**src/csr_pkg.sv**
```systemverilog
// Overview of operation
// RULE1: popping into stack pointer skips post-increment
// RULE2: status word operand only as register word
// RULE3: software must not write 20-bit status values
// RULE4: add overflow on same-sign operands, flipped result
// RULE5: subtract overflow on mixed signs, flipped result
// RULE6: dc generator halts unless digital clock used
// RULE7: second control bit halts oscillator loop control
// RULE8: crystal halts unless its clock is used
// RULE9: core halt bit stops execution
// RULE10: irq gate passes or blocks maskable interrupts
// RULE11: negative flag follows result sign
// RULE12: zero flag set on zero result
// RULE13: carry flag follows carry out
// RULE14: status source modes give 0, 4, 8
// RULE15: third register modes give 0, 1, 2, -1
// RULE16: constant registers are source-only, never written
// RULE17: constants need no extra word or fetch
// RULE18: twelve general registers four to fifteen
// RULE19: byte write clears bits 19:8
// RULE20: word write clears bits 19:16
// RULE21: sign extend fills all upper bits
// RULE22: stack pointer bit zero stays zero
// RULE23: reserved status bits read zero, ignore writes
package csr_pkg;
    localparam int          ADDR_W      = 20;
    localparam logic [3:0]  REG_SP      = 4'h1;
    localparam logic [3:0]  REG_SR      = 4'h2;
    localparam logic [3:0]  REG_CG      = 4'h3;
    localparam int          FLAG_C      = 0;
    localparam int          FLAG_Z      = 1;
    localparam int          FLAG_N      = 2;
    localparam int          FLAG_GIE    = 3;
    localparam int          FLAG_CORE_HALT_BIT = 4;
    localparam int          FLAG_LOW_FREQ_XTAL_HALT = 5;
    localparam int          FLAG_LOOP_CONTROL_HALT   = 6;
    localparam int          FLAG_DC_GENERATOR_HALT   = 7;
    localparam int          FLAG_V      = 8;
    localparam logic [15:0] SR_MASK     = 16'h01FF;
    localparam logic [15:0] SR_RESET    = 16'h0000;
    localparam logic [19:0] REG_RESET   = 20'h00000;
    localparam logic [19:0] CG_ZERO     = 20'h00000;
    localparam logic [19:0] CG_ONE      = 20'h00001;
    localparam logic [19:0] CG_TWO      = 20'h00002;
    localparam logic [19:0] CG_FOUR     = 20'h00004;
    localparam logic [19:0] CG_EIGHT    = 20'h00008;
    localparam logic [19:0] CG_ONES     = 20'hFFFFF;
    localparam logic [19:0] SP_STEP_W   = 20'h00002;
    localparam logic [19:0] SP_STEP_A   = 20'h00004;
    localparam logic [1:0]  MODE_REG    = 2'h0;
    localparam logic [1:0]  MODE_IDX    = 2'h1;
    localparam logic [1:0]  MODE_IND    = 2'h2;
    localparam logic [1:0]  MODE_INC    = 2'h3;

    typedef enum logic [1:0] {
        CSR_SZ_BYTE = 2'h0,
        CSR_SZ_WORD = 2'h1,
        CSR_SZ_ADDR = 2'h2
    } csr_size_t;

    typedef enum logic [1:0] {
        CSR_OP_LOGIC = 2'h0,
        CSR_OP_ADD   = 2'h1,
        CSR_OP_SUB   = 2'h2
    } csr_op_t;

    typedef struct packed {
        logic        en;
        logic [3:0]  idx;
        csr_size_t   size;
        logic        signExt;
        logic [19:0] data;
    } csr_wr_t;

    typedef struct packed {
        logic        en;
        csr_op_t     op;
        csr_size_t   size;
        logic [19:0] srcVal;
        logic [19:0] dstVal;
        logic [19:0] result;
        logic        carry;
    } csr_flag_t;

    typedef struct packed {
        logic [3:0]  idx;
        logic [1:0]  mode;
        csr_size_t   size;
    } csr_src_t;
endpackage : csr_pkg

```
**src/csr_reg_file.sv**
```systemverilog
`timescale 1ns/1ps
module csr_reg_file (
    input  wire logic                clk,
    input  wire logic                rst_n,
    input  wire csr_pkg::csr_wr_t    wrReq,
    input  wire csr_pkg::csr_flag_t  flagReq,
    input  wire csr_pkg::csr_src_t   srcReq,
    input  wire logic                spPushEn,
    input  wire logic                spPopEn,
    input  wire logic                spAddrWord,
    input  wire logic                dcoInUse,
    input  wire logic                lfxtInUse,
    input  wire logic                irqReq,
    output logic                     irqTake,
    output logic [19:0]              srcData,
    output logic                     srcFromConst,
    output logic [15:0]              statusWord,
    output logic [19:0]              stackTopPtr,
    output logic                     coreHalt,
    output logic                     dcGenHalt,
    output logic                     loopCtrlHalt,
    output logic                     xtalHalt
);
    logic [19:0] gpReg [0:15];
    logic [15:0] status_reg;
    logic [19:0] srcData_reg;
    logic        srcFromConst_reg;
    logic        coreHalt_reg;
    logic        dcGenHalt_reg;
    logic        loopCtrlHalt_reg;
    logic        xtalHalt_reg;
    logic [19:0] wrValue;
    logic        srWrite;
    logic        gpWrite;
    logic [19:0] spStep;

    function automatic logic [19:0] sizeMask(input csr_pkg::csr_size_t sz);
        unique case (sz)
            csr_pkg::CSR_SZ_BYTE: sizeMask = 20'h000FF;
            csr_pkg::CSR_SZ_WORD: sizeMask = 20'h0FFFF;
            default:              sizeMask = 20'hFFFFF;
        endcase
    endfunction : sizeMask

    function automatic logic signOf(input csr_pkg::csr_size_t sz, input logic [19:0] v);
        unique case (sz)
            csr_pkg::CSR_SZ_BYTE: signOf = v[7];
            csr_pkg::CSR_SZ_WORD: signOf = v[15];
            default:              signOf = v[19];
        endcase
    endfunction : signOf

    // masking covers byte and word clearing; sign extend overrides it
    always_comb
    begin
        if (wrReq.signExt)
            wrValue = {{12{wrReq.data[7]}}, wrReq.data[7:0]}; // RULE21
        else
            wrValue = wrReq.data & sizeMask(wrReq.size); // RULE19 RULE20
    end

    // status only takes word-size register writes; 20-bit writes are never stored
    assign srWrite = wrReq.en && wrReq.idx == csr_pkg::REG_SR
                     && wrReq.size == csr_pkg::CSR_SZ_WORD; // RULE2 RULE3
    // constant register is never a destination
    assign gpWrite = wrReq.en && wrReq.idx != csr_pkg::REG_SR
                     && wrReq.idx != csr_pkg::REG_CG; // RULE16
    assign spStep  = spAddrWord ? csr_pkg::SP_STEP_A : csr_pkg::SP_STEP_W;

    // entries 2 and 3 are written only by reset; their reads are steered elsewhere
    always_ff @(posedge clk or negedge rst_n)
    begin
        if (!rst_n)
        begin
            for (int i = 0; i < 16; i++)
                gpReg[i] <= csr_pkg::REG_RESET; // RULE18
        end
        else
        begin
            if (gpWrite && wrReq.idx != csr_pkg::REG_SP)
                gpReg[wrReq.idx] <= wrValue; // RULE18
            // an explicit write to the stack pointer beats the pop increment
            if (gpWrite && wrReq.idx == csr_pkg::REG_SP)
                gpReg[csr_pkg::REG_SP] <= {wrValue[19:1], 1'b0}; // RULE1 RULE22
            else if (spPushEn)
                gpReg[csr_pkg::REG_SP] <= (gpReg[csr_pkg::REG_SP] - spStep) & 20'hFFFFE; // RULE22
            else if (spPopEn)
                gpReg[csr_pkg::REG_SP] <= (gpReg[csr_pkg::REG_SP] + spStep) & 20'hFFFFE; // RULE22
        end
    end

    always_ff @(posedge clk or negedge rst_n)
    begin
        if (!rst_n)
            status_reg <= csr_pkg::SR_RESET;
        else if (srWrite)
            status_reg <= wrReq.data[15:0] & csr_pkg::SR_MASK; // RULE23
        else if (flagReq.en)
        begin
            status_reg[csr_pkg::FLAG_N] <= signOf(flagReq.size, flagReq.result); // RULE11
            status_reg[csr_pkg::FLAG_Z] <=
                (flagReq.result & sizeMask(flagReq.size)) == 20'h00000; // RULE12
            status_reg[csr_pkg::FLAG_C] <= flagReq.carry; // RULE13
            unique case (flagReq.op)
                csr_pkg::CSR_OP_ADD:
                    status_reg[csr_pkg::FLAG_V] <=
                        signOf(flagReq.size, flagReq.srcVal) == signOf(flagReq.size, flagReq.dstVal)
                        && signOf(flagReq.size, flagReq.result)
                           != signOf(flagReq.size, flagReq.dstVal); // RULE4
                csr_pkg::CSR_OP_SUB:
                    status_reg[csr_pkg::FLAG_V] <=
                        signOf(flagReq.size, flagReq.srcVal) != signOf(flagReq.size, flagReq.dstVal)
                        && signOf(flagReq.size, flagReq.result)
                           != signOf(flagReq.size, flagReq.dstVal); // RULE5
                default:
                    status_reg[csr_pkg::FLAG_V] <= 1'b0;
            endcase
        end
    end

    // registered read keeps the data output glitch free at the cost of one cycle
    always_ff @(posedge clk or negedge rst_n)
    begin
        if (!rst_n)
        begin
            srcData_reg      <= csr_pkg::REG_RESET;
            srcFromConst_reg <= 1'b0;
        end
        else if (srcReq.idx == csr_pkg::REG_SR)
        begin
            srcFromConst_reg <= srcReq.mode != csr_pkg::MODE_REG; // RULE17
            unique case (srcReq.mode)
                csr_pkg::MODE_REG: srcData_reg <= {4'h0, status_reg}; // RULE2
                csr_pkg::MODE_IDX: srcData_reg <= csr_pkg::CG_ZERO; // RULE14
                csr_pkg::MODE_IND: srcData_reg <= csr_pkg::CG_FOUR; // RULE14
                csr_pkg::MODE_INC: srcData_reg <= csr_pkg::CG_EIGHT; // RULE14
            endcase
        end
        else if (srcReq.idx == csr_pkg::REG_CG)
        begin
            srcFromConst_reg <= 1'b1; // RULE16 RULE17
            unique case (srcReq.mode)
                csr_pkg::MODE_REG: srcData_reg <= csr_pkg::CG_ZERO; // RULE15
                csr_pkg::MODE_IDX: srcData_reg <= csr_pkg::CG_ONE; // RULE15
                csr_pkg::MODE_IND: srcData_reg <= csr_pkg::CG_TWO; // RULE15
                csr_pkg::MODE_INC: srcData_reg <= csr_pkg::CG_ONES & sizeMask(srcReq.size); // RULE15
            endcase
        end
        else
        begin
            srcFromConst_reg <= 1'b0;
            srcData_reg      <= gpReg[srcReq.idx] & sizeMask(srcReq.size);
        end
    end

    // a clock still in use keeps its source running whatever the bit says
    always_ff @(posedge clk or negedge rst_n)
    begin
        if (!rst_n)
        begin
            coreHalt_reg     <= 1'b0;
            dcGenHalt_reg    <= 1'b0;
            loopCtrlHalt_reg <= 1'b0;
            xtalHalt_reg     <= 1'b0;
        end
        else
        begin
            coreHalt_reg     <= status_reg[csr_pkg::FLAG_CORE_HALT_BIT]; // RULE9
            dcGenHalt_reg    <= status_reg[csr_pkg::FLAG_DC_GENERATOR_HALT] && !dcoInUse; // RULE6
            loopCtrlHalt_reg <= status_reg[csr_pkg::FLAG_LOOP_CONTROL_HALT]; // RULE7
            xtalHalt_reg     <= status_reg[csr_pkg::FLAG_LOW_FREQ_XTAL_HALT] && !lfxtInUse; // RULE8
        end
    end

    assign irqTake      = irqReq && status_reg[csr_pkg::FLAG_GIE]; // RULE10
    assign srcData      = srcData_reg;
    assign srcFromConst = srcFromConst_reg;
    assign statusWord   = status_reg;
    assign stackTopPtr  = gpReg[csr_pkg::REG_SP];
    assign coreHalt     = coreHalt_reg;
    assign dcGenHalt    = dcGenHalt_reg;
    assign loopCtrlHalt = loopCtrlHalt_reg;
    assign xtalHalt     = xtalHalt_reg;
endmodule : csr_reg_file
```
**config.mk**
```make
export PLATFORM = sky130hd
export DESIGN_NAME = csr_reg_file
export DESIGN_NICKNAME = d
export VERILOG_FILES = /design/src/csr_pkg.sv /design/src/csr_reg_file.sv
export SDC_FILE = /design/constraint.sdc
export NUM_CORES = 1
export LEC_CHECK = 0
export BUFFER_PORTS_ARGS = -buffer_cell sky130_fd_sc_hd__buf_2
export CAP_MARGIN = 40
export CORE_MARGIN = 2
export CORE_UTILIZATION = 53
export DETAILED_ROUTE_END_ITERATION = 8
export HOLD_SLACK_MARGIN = 0.15
export PLACE_DENSITY = 0.76
export SYNTH_ARGS = -nofsm -noshare
export SYNTH_HDL_FRONTEND = slang
export SYNTH_SLANG_ARGS = --single-unit
```
**constraint.sdc**
```tcl
create_clock -name clk -period 2.1 [get_ports clk]
set_clock_uncertainty 0.2 [all_clocks]
set_input_delay 0.21 -clock clk [delete_from_list [all_inputs] [get_ports clk]]
set_output_delay 0.21 -clock clk [all_outputs]
set_load 0.02 [all_outputs]
```
==> results.md, run 1 <==
- Gate Count Post-Synth: 1363
- CTS Buffer Depth: 3
- Synth async-reset ratio: 100%
- GRT Total Usage: 26.9%
- Synthesized cell area: 15900 um2
- Setup ws final: -0.162 ns
- Layout area overhead: 21.7%
- Number of global-route vias before repair: 11800
- Post-route ant nets: 0
- Distinct cell type count after synthesis: 59
- Commonest non-fill, non-tap cells in the layout: dfrtp_1, nor2_1, a21oi_1, buf_2, mux2_2
- CTS Buf Count: 34
- CTS tree: yes
- Clock transition at path regs: 0.06 ns
- Outcome: finished with violations
- Antenna violations before repair: 0
- CP required: 2.33 ns
- Max frequency: 442 MHz
- Seq cells post-synth: 340
- Pin slew with the least headroom to its limit: 0.606 ns
- Starting Density: 53.7%
- Wirelength per Cell: 21.3 um
- Detailed Route WL: 41700 um
- Die Ht: 177 um
- Placed cell areas: 17400 um2
- Final setup fails: 12
- Failing checks: negative setup slack
- Flop2flop setup slack: -0.16 ns
- Iteration-0 DRC Markers: 848
- Sequential area share after synthesis: 53.6%
- PD cells: 1050 nW/um2
- Post-DP HPWL: 27100 um
- RSZ-0062 raised after global routing: yes
- Post-Synthesis Mean Instance Area: 11.6 um2
- Util after Layout: 65.3%
- Gpl congestion: 0.886
- Final Cycle Share: 108%
- Core area: 29600 um2
- Clk Latency, worst-skew pair: 0.51 ns
- Port Buffers: 130
- First-pass GRT wire length: 65200 um
- Largest net degree at the start of global routing: 57
- Placed cells: 1847
- Adder-cell share of the synthesized area: 0.647%
- Hold Fails Final Rpt: 0
- # diodes: 0
- # IOs: 172
- Maximum VDD drop: 0.514 mV
- Commonest non-fill, non-tap cell in the layout: dfrtp_1
- Largest family of logic cells by synthesized area: multiplexers
- Post-Layout Cell Count: 1959
- CP Class: reg2reg
- Max Slew Vio Count: 0
- Headroom to the max-slew limit: 59.6%
- Final std cell area, no fill: 19300 um2
- Crit path max fanout: 2
- Detailed Routing Iterations Pass 1: 7
- Fraction of synthesized cell area in xor and xnor cells: 0.994%
- Clock Root Buffer: clkbuf_16
- Fin crit period: 2.26 ns
- # DRC: 0
- Synth Flop Type: dfrtp_1
- Worst EP arrival: 2.50 ns
- Max FFs per register: 286
- Fill cells: 2070
- CTS H-tree lvls: 2
- Nets: 1663
- Die area: 31300 um2
- Critical path startpoint category: flip-flop
- Worst hold path type: reg2reg
- YS warnings: 0
- Gr ovfl total: 0
- Row count: 63
- Synth Area in Compound Gates: 9.03%
- Post-synth EDFFs: 0
- Crit. End Element: flip-flop
- WHS: 0.174 ns
- Die width: 177 um
- Max Cap Viol: 0
- Clock Sinks: 340
- Layout cells sized above 1: 34.4%
- Mux contribution to synthesized area: 21.3%
- Synth Area in Simple Gates: 9.58%
- Vias: 11600
- Vias/cell: 5.93
- Static leakage: 8.70 nW
- Dpl ws: -0.256 ns
-- critical path: stages (launching register included) --
cell,delay (ns)
dfrtp_1,0.42
buf_6,0.14
ha_2,0.17
fa_2,0.37
nand3_4,0.12
buf_4,0.14
nor4_2,0.05
a21oi_1,0.24
xnor2_1,0.17
nand2_1,0.09
o21ai_1,0.09
-- Yosys cell counts (all sizes together) (2+ instances only) --
| cell type | instances | share of area, % |
|---|---|---|
| a211o | 2 | 0.11 |
| a211oi | 5 | 0.24 |
| a21o | 2 | 0.095 |
| a21oi | 144 | 4.5 |
| a221oi | 3 | 0.17 |
| a22oi | 9 | 0.46 |
| a311oi | 3 | 0.17 |
| a31oi | 7 | 0.28 |
| and2 | 7 | 0.28 |
| and3 | 4 | 0.16 |
| and4 | 2 | 0.11 |
| buf | 57 | 2.4 |
| clkbuf | 97 | 2.3 |
| dfrtp | 340 | 54 |
| fa | 2 | 0.25 |
| ha | 5 | 0.39 |
| inv | 8 | 0.19 |
| mux2 | 114 | 8.1 |
| mux2i | 58 | 3.7 |
| mux4 | 67 | 9.5 |
| nand2 | 88 | 2.1 |
| nand2b | 7 | 0.28 |
| nand3 | 11 | 0.35 |
| nand3b | 4 | 0.19 |
| nand4 | 6 | 0.24 |
| nor2 | 158 | 3.7 |
| nor2b | 12 | 0.47 |
| nor3 | 12 | 0.38 |
| nor3b | 2 | 0.095 |
| nor4 | 11 | 0.62 |
| o21ai | 75 | 2.4 |
| o22ai | 3 | 0.12 |
| or2 | 3 | 0.12 |
| or3 | 3 | 0.15 |
| or4 | 2 | 0.12 |
| xnor2 | 11 | 0.61 |
| xor2 | 7 | 0.39 |
-- area by class of cell --
class / instances / area [um2] / area share (%)
multi-input cells: 867 / 6880 / 35.6
clock inverters: 8 / 119 / 0.616
clock buffers: 51 / 986 / 5.11
inverters: 8 / 30.0 / 0.156
repair buffers: 295 / 2300 / 11.9
well taps: 390 / 488 / 2.53
flip-flops and latches: 340 / 8510 / 44.1
-- timing repair --
action	CTS	global route
pin swaps	14	23
endpoints found under the hold margin	650	0
endpoints found under the setup margin	13	22
buffers inserted	5	6
hold buffers	47	0
gates resized for setup	27	36
-- stage by stage --
| step | power (mW) | setup TNS [ns] |
|---|---|---|
| 2_1_floorplan | 12.1 | -0.258 |
| 3_3_place_gp | 13.4 | -2.48 |
| 3_5_place_dp | 13.7 | -3.44 |
| 4_1_cts | 20.0 | -0.658 |
| 5_1_grt | 21.2 | -1.95 |
| 6_report | 20.2 | -1.09 |
-- report_power, final --
group | switching (mW) | internal [mW]
clock network | 2.45 | 3.62
logic | 2.76 | 2.57
registers | 0.846 | 7.98
-- kinds of logic (layout without fill, tap and decap cells) --
group                    count (synthesis)  after routing
flip-flops                             340            340
AND/OR/NAND/NOR                        335            335
AO/OA/AOI/OAI                          261            261
multiplexers                           239            239
buffers and inverters                  162            362
XOR/XNOR                                18             18
adder cells (fa/ha/maj)                  7              7
other                                    1              7
-- final timing paths --
| path | from | cells past startpoint | endpoint |
|---|---|---|---|
| max | stackTopPtr[1] | 10 | stackTopPtr[11] |
| min | gpReg[244] | 0 | gpReg[244] |
| max reg2reg | stackTopPtr[1] | 10 | stackTopPtr[11] |
| min reg2reg | gpReg[244] | 0 | gpReg[244] |
| max in group asynchronous | rst_n | 4 | gpReg[99] |
| min in group asynchronous | rst_n | 3 | gpReg[83] |
-- routing by layer --
metal | share of wire (%) | wire (um) | track usage [%]
met2 | 49 | 20400 | 43.8
met1 | 40 | 16800 | 36.3
met5 | 0 | 0 | 0
met3 | 6.7 | 2790 | 4.62
met4 | 3.8 | 1600 | 10.6
Note: power is estimated with default switching activity, not from simulation.
==> inputs of run 2 (changes only) <==
--- a/config.mk
+++ b/config.mk
@@ -10,6 +10,7 @@
 export CORE_MARGIN = 2
 export CORE_UTILIZATION = 53
 export DETAILED_ROUTE_END_ITERATION = 8
+export GPL_TIMING_DRIVEN = 0
 export HOLD_SLACK_MARGIN = 0.15
 export PLACE_DENSITY = 0.76
 export SYNTH_ARGS = -nofsm -noshare
==> results.md, run 2 (synthesized netlist as in run 1, its figures left out) <==
- Number of global-route vias before repair: 12800 (+8.4%)
- Headroom to the max-slew limit: 50.1% (-9.5 points)
- Iteration-0 DRC Markers: 1267 (+49%)
- Pin slew with the least headroom to its limit: 0.748 ns (+0.142 ns)
- Max FFs per register: 286 (unchanged)
- Failing checks: negative hold slack, negative setup slack
- CTS Buf Count: 35 (+2.9%)
- PD cells: 1060 nW/um2 (+1.2%)
- Detailed Route WL: 47700 um (+15%)
- CTS Buffer Depth: 3 (unchanged)
- Crit path max fanout: 3 (+1)
- Starting Density: 53.7% (unchanged)
- Row count: 63 (unchanged)
- Worst EP arrival: 2.47 ns (-0.03 ns)
- Setup ws final: -0.208 ns (-0.0464 ns)
- Clk Latency, worst-skew pair: 0.53 ns (+0.02 ns)
- Die area: 31300 um2 (unchanged)
- CTS Hold Bufs: 55 (+17%)
- Crit. End Element: flip-flop
- Final setup fails: 15 (+3)
- Die Ht: 177 um (unchanged)
- Max Slew Vio Count: 0 (unchanged)
- Port Buffers: 127 (-2.3%)
- Vias: 12500 (+7.3%)
- Worst flop-to-flop path endpoint: stackTopPtr[12]
- CTS H-tree lvls: 2 (unchanged)
- Wirelength per Cell: 23.5 um (+10%)
- Slowest CP cell: or4b_4
- Critical path startpoint category: flip-flop
- Fin crit period: 2.31 ns (+0.0464 ns)
- CP Class: reg2reg
- Fill cells: 2124 (+2.6%)
- Nets: 1734 (+4.3%)
- Largest net degree at the start of global routing: 130 (+130%)
- Commonest non-fill, non-tap cell in the layout: dfrtp_1
- # IOs: 172 (unchanged)
- Post-route ant nets: 0 (unchanged)
- Final Cycle Share: 110% (+2.2 points)
- RSZ-0062 raised after global routing: yes
- Static leakage: 8.63 nW (-0.90%)
- # diodes: 0 (unchanged)
- Clock Sinks: 340 (unchanged)
- Total Power: 20.4 mW (+0.83%)
- Multi-input gate area: 6840 um2 (-0.58%)
- Detailed Routing Iterations Pass 1: 5 (-2)
- Max Cap Viol: 0 (unchanged)
- Worst hold path type: in2async
- Worst Setup SP: stackTopPtr[5]
- Core area: 29600 um2 (unchanged)
- GRT Total Usage: 30.7% (+3.8 points)
- Clock Root Buffer: clkbuf_16
- Worst reg2reg path depth: 6 (-4)
- Hold Fails Final Rpt: 3 (+3)
- First-pass GRT wire length: 72300 um (+11%)
- CP required: 2.26 ns (-0.07 ns)
- Layout cells sized above 1: 31.4% (-3.0 points)
- Gr ovfl total: 0 (unchanged)
- Vias/cell: 6.14 (+3.5%)
- # DRC: 0 (unchanged)
- Gpl congestion: 0.912 (+2.9%)
- Cell chain of the critical path: or3_4, or4b_4, nor4_4, nor2_2, xor2_1, mux2i_1
- Antenna violations before repair: 0 (unchanged)
- CTS tree: yes
- WHS: -0.00751 ns (-0.181 ns)
- Die width: 177 um (unchanged)
- Outcome: finished with violations
- Post-DP HPWL: 32200 um (+18%)
- Maximum VDD drop: 0.621 mV (+21%)
- Crit Reg-Reg Startpoint: stackTopPtr[5]
- FF/Latch Area: 8520 um2 (+0.13%)
- Flop2flop setup slack: -0.21 ns (-0.05 ns)
- CP max stage delay: 0.55 ns (+0.13 ns)
- Dpl ws: -0.954 ns (-0.698 ns)
- Max frequency: 433 MHz (-2.0%)
- Commonest non-fill, non-tap cells in the layout: dfrtp_1, nor2_1, a21oi_1, buf_2, mux2_2
- Layout area overhead: 21.3%
- Clock transition at path regs: 0.06 ns (about the same)
run 2: through the flow:
stage,cells,TNS (ns),hold slack [ns],area (um2),util (%)
global placement,1886,-1995.78,0.164,17000,57.6
detailed placement,1891,-74.72,-0.0461,17200,58.0
global route,2031,-2.67,0.0286,19200,65.1
floorplan,1369,-0.258,-0.286,15900,-
finish,2031,-1.92,-0.00751,19200,65.1
CTS,2018,-1.49,0.00581,19000,64.2
run 2: layout make-up:
class	count	share of cell area, %
clock buffer	48	5.17
clock inverter	13	0.397
timing repair buffer	216	8.06
sequential	340	44.3
inverter	8	0.156
buffer	149	3.85
multi-input combinational	867	35.5
tap	390	2.54
run 2: power breakdown:
| group | leakage [nW] | switching, mW | internal (mW) |
|---|---|---|---|
| clock network | 0.541 | 2.59 | 3.33 |
| registers | 4.19 | 0.930 | 7.99 |
| logic | 3.90 | 2.83 | 2.72 |
run 2: repair_timing:
item / 4_1_cts / 5_1_grt
endpoints found under the setup margin: 51 / 64
pin swaps: 5 / 15
endpoints found under the hold margin: 243 / 55
resized for setup: 36 / 53
gates cloned: 0 / 0
setup buffers: 14 / 16
run 2: worst max-delay path by stage:
stage,end,cells after the start
6_report,stackTopPtr[12],6
5_1_grt,stackTopPtr[9],10
4_1_cts,stackTopPtr[12],7
3_5_place_dp,srcData[15],6
3_3_place_gp,stackTopPtr[2],1
2_1_floorplan,stackTopPtr[14],7
run 2: worst max-delay path, delay by kind of cell (launching register included):
kind                      cells  cell delay [ns]
xor gates and xnor gates      1             0.15
DFF                           1             0.42
muxes                         1             0.10
and+or+nand+nor               4             1.27
run 2: routing by layer:
metal  global-route usage [%]  share of wire (%)  up-vias
met5                        0                  0        -
met4                     15.1                4.6        0
met3                     5.80                8.0      156
met2                     50.3                 49      699
met1                     39.3                 39     6312
li1                         -                  -     5300
==> inputs of run 3 (changes only) <==
--- a/config.mk
+++ b/config.mk
@@ -7,12 +7,14 @@
 export LEC_CHECK = 0
 export BUFFER_PORTS_ARGS = -buffer_cell sky130_fd_sc_hd__buf_2
 export CAP_MARGIN = 40
+export CELL_PAD_IN_SITES_DETAIL_PLACEMENT = 1
+export CELL_PAD_IN_SITES_GLOBAL_PLACEMENT = 1
 export CORE_MARGIN = 2
-export CORE_UTILIZATION = 53
+export CORE_UTILIZATION = 43
 export DETAILED_ROUTE_END_ITERATION = 8
 export GPL_TIMING_DRIVEN = 0
 export HOLD_SLACK_MARGIN = 0.15
-export PLACE_DENSITY = 0.76
+export PLACE_DENSITY_LB_ADDON = 0.1
 export SYNTH_ARGS = -nofsm -noshare
 export SYNTH_HDL_FRONTEND = slang
 export SYNTH_SLANG_ARGS = --single-unit
==> results.md, run 3 (synthesized netlist as in run 1, its figures left out) <==
- CP Class: reg2reg
- Setup TNS: -2.71 ns (-0.792 ns)
- Final setup fails: 16 (+1)
- Util after Layout: 53.2% (-12 points)
- CTS tree: yes
- Final Cycle Share: 114% (+4.4 points)
- Post-DP HPWL: 36900 um (+15%)
- Outcome: finished with violations
- Multi-input gate area: 6850 um2 (+0.13%)
- Crit Reg-Reg Startpoint: stackTopPtr[8]
- Post-Layout Cell Count: 2105 (+3.6%)
- Crit. End Element: flip-flop
- PD cells: 1080 nW/um2 (+1.7%)
- Static leakage: 8.64 nW (+0.15%)
- Gr ovfl total: 0 (unchanged)
- Die area: 38400 um2 (+23%)
- CTS Buf Count: 39 (+11%)
- Die width: 196 um (+11%)
- # DRC: 0 (unchanged)
- Pin slew with the least headroom to its limit: 0.856 ns (+0.107 ns)
- Hold Fails Final Rpt: 0 (-3)
- Critical path startpoint category: flip-flop
- Fin crit period: 2.40 ns (+0.0932 ns)
- CTS Buffer Depth: 3 (unchanged)
- Vias: 11900 (-4.4%)
- Detailed Routing Iterations Pass 1: 4 (-1)
- GRT Total Usage: 27.6% (-3.1 points)
- Commonest non-fill, non-tap cells in the layout: dfrtp_1, nor2_1, a21oi_1, buf_2, mux2_2
- Vias/cell: 5.66 (-7.7%)
- Worst Setup SP: stackTopPtr[8]
- Max Cap Viol: 0 (unchanged)
- Setup ws final: -0.301 ns (-0.0932 ns)
- CP bufs+invs: 3 (+3)
- CTS Hold Bufs: 45 (-18%)
- Wirelength per Cell: 24.9 um (+5.8%)
- # IOs: 172 (unchanged)
- Iteration-0 DRC Markers: 828 (-35%)
- Starting Density: 43.5% (-10 points)
- Placed cells: 1971 (+4.2%)
- Final std cell area, no fill: 19400 um2 (+0.67%)
- Worst reg2reg path depth: 8 (+2)
- Row count: 70 (+11%)
- Dpl ws: -0.942 ns (+0.0117 ns)
- Clock transition at path regs: 0.06 ns (about the same)
- Worst flop-to-flop path endpoint: stackTopPtr[19]
- Max frequency: 416 MHz (-3.9%)
- Failing checks: negative setup slack
- Cell chain of the critical path: buf_6, or4_4, nor4_4, buf_4, buf_6, a41o_1, xnor2_1, mux2i_1
- Commonest non-fill, non-tap cell in the layout: dfrtp_1
- Most used cell, CP: buf_6
- Max Slew Vio Count: 0 (unchanged)
- WHS: 0.0175 ns (+0.0250 ns)
- Post-route ant nets: 0 (unchanged)
- Worst path top cell family by delay: simple AND/OR/NAND/NOR gates
- # diodes: 0 (unchanged)
- Core area: 36400 um2 (+23%)
- CTS H-tree lvls: 2 (unchanged)
- Crit path max fanout: 5 (+2)
- Layout cells sized above 1: 31.4% (about the same)
- Largest net degree at the start of global routing: 117 (-10%)
- Headroom to the max-slew limit: 42.8% (-7.3 points)
- Die Ht: 196 um (+11%)
- Max FFs per register: 286 (unchanged)
- Placed cell areas: 17300 um2 (+0.72%)
- RSZ-0062 raised after global routing: yes
- Worst hold path type: in2async
- CP required: 2.27 ns (about the same)
- Stages on worst setup path: 8 (+2)
- Number of global-route vias before repair: 12700 (-1.1%)
- Detailed Route WL: 52300 um (+9.6%)
- First-pass GRT wire length: 79100 um (+9.4%)
- FF/Latch Area: 8520 um2 (about the same)
- Slowest CP cell: or4_4
- Maximum VDD drop: 0.524 mV (-16%)
- Flop2flop setup slack: -0.30 ns (-0.09 ns)
- Worst EP arrival: 2.58 ns (+0.11 ns)
- Total Power: 20.9 mW (+2.3%)
- Clk Latency, worst-skew pair: 0.54 ns (about the same)
- Gpl congestion: 0.861 (-5.6%)
- Clock Sinks: 340 (unchanged)
- Port Buffers: 127 (unchanged)
- CP endpoint: stackTopPtr[19]
- CP max stage delay: 0.56 ns (about the same)
- Fill cells: 3888 (+83%)
- Antenna violations before repair: 0 (unchanged)
- Clock Root Buffer: clkbuf_16
- Layout area overhead: 22.1%
- Nets: 1732 (-0.12%)
==> run 3: cell types whose count changed in the layout (fill, tap and decap cells not counted), moves of 5 or more <==
cell / delta
dlygate4sd3_1: -10
clkinv_2: -8
buf_4: +7
a21oi_1: -6
a21oi_2: +6
clkbuf_2: +5
==> run 3: where the power goes <==
| group | total [mW] | internal (mW) | switching (mW) |
|---|---|---|---|
| registers | 8.96 | 7.99 | 0.973 |
| clock network | 6.34 | 3.68 | 2.66 |
| logic | 5.57 | 2.75 | 2.81 |
==> run 3: worst min path at each step <==
| stage | start | endpoint | slack, ns | depth (start not counted) |
|---|---|---|---|---|
| 2_1_floorplan | rst_n | coreHalt | -0.29 | 0 |
| 6_report | rst_n | gpReg[140] | 0.02 | 2 |
| 3_5_place_dp | rst_n | gpReg[140] | -0.01 | 1 |
| 3_3_place_gp | lfxtInUse | xtalHalt | 0.16 | 2 |
| 4_1_cts | rst_n | gpReg[140] | 0.03 | 2 |
| 5_1_grt | rst_n | gpReg[140] | 0.05 | 2 |
==> run 3: cell type report <==
type                            instances  share of cell area [%]
Clock inverter                          4                   0.252
Buffer                                149                    3.97
Inverter                                8                   0.155
Sequential cell                       340                    44.0
Clock buffer                           59                    5.63
Tap cell                              468                    3.02
Timing Repair Buffer                  210                    7.65
Multi-Input combinational cell        867                    35.4
==> run 3: what timing repair did <==
action	CTS	global route
setup buffers	12	21
hold endpoints to repair	380	59
gates resized for setup	38	58
setup endpoints to repair	63	100
pin swaps	1	24
==> run 3: worst register-to-register path: cells and delay by family, from the launching register on <==
family	cells	cell delay (ns)
simple gates	2	0.84
buf+inv	3	0.41
flops	1	0.41
compound gates	1	0.17
xor+xnor	1	0.13
mux	1	0.09
==> run 3: per-layer routing <==
layer,global-route usage (%),wire (um)
met1,38.5,23700
met2,45.9,25600
met3,3.63,2130
met4,6.65,937
met5,0,0
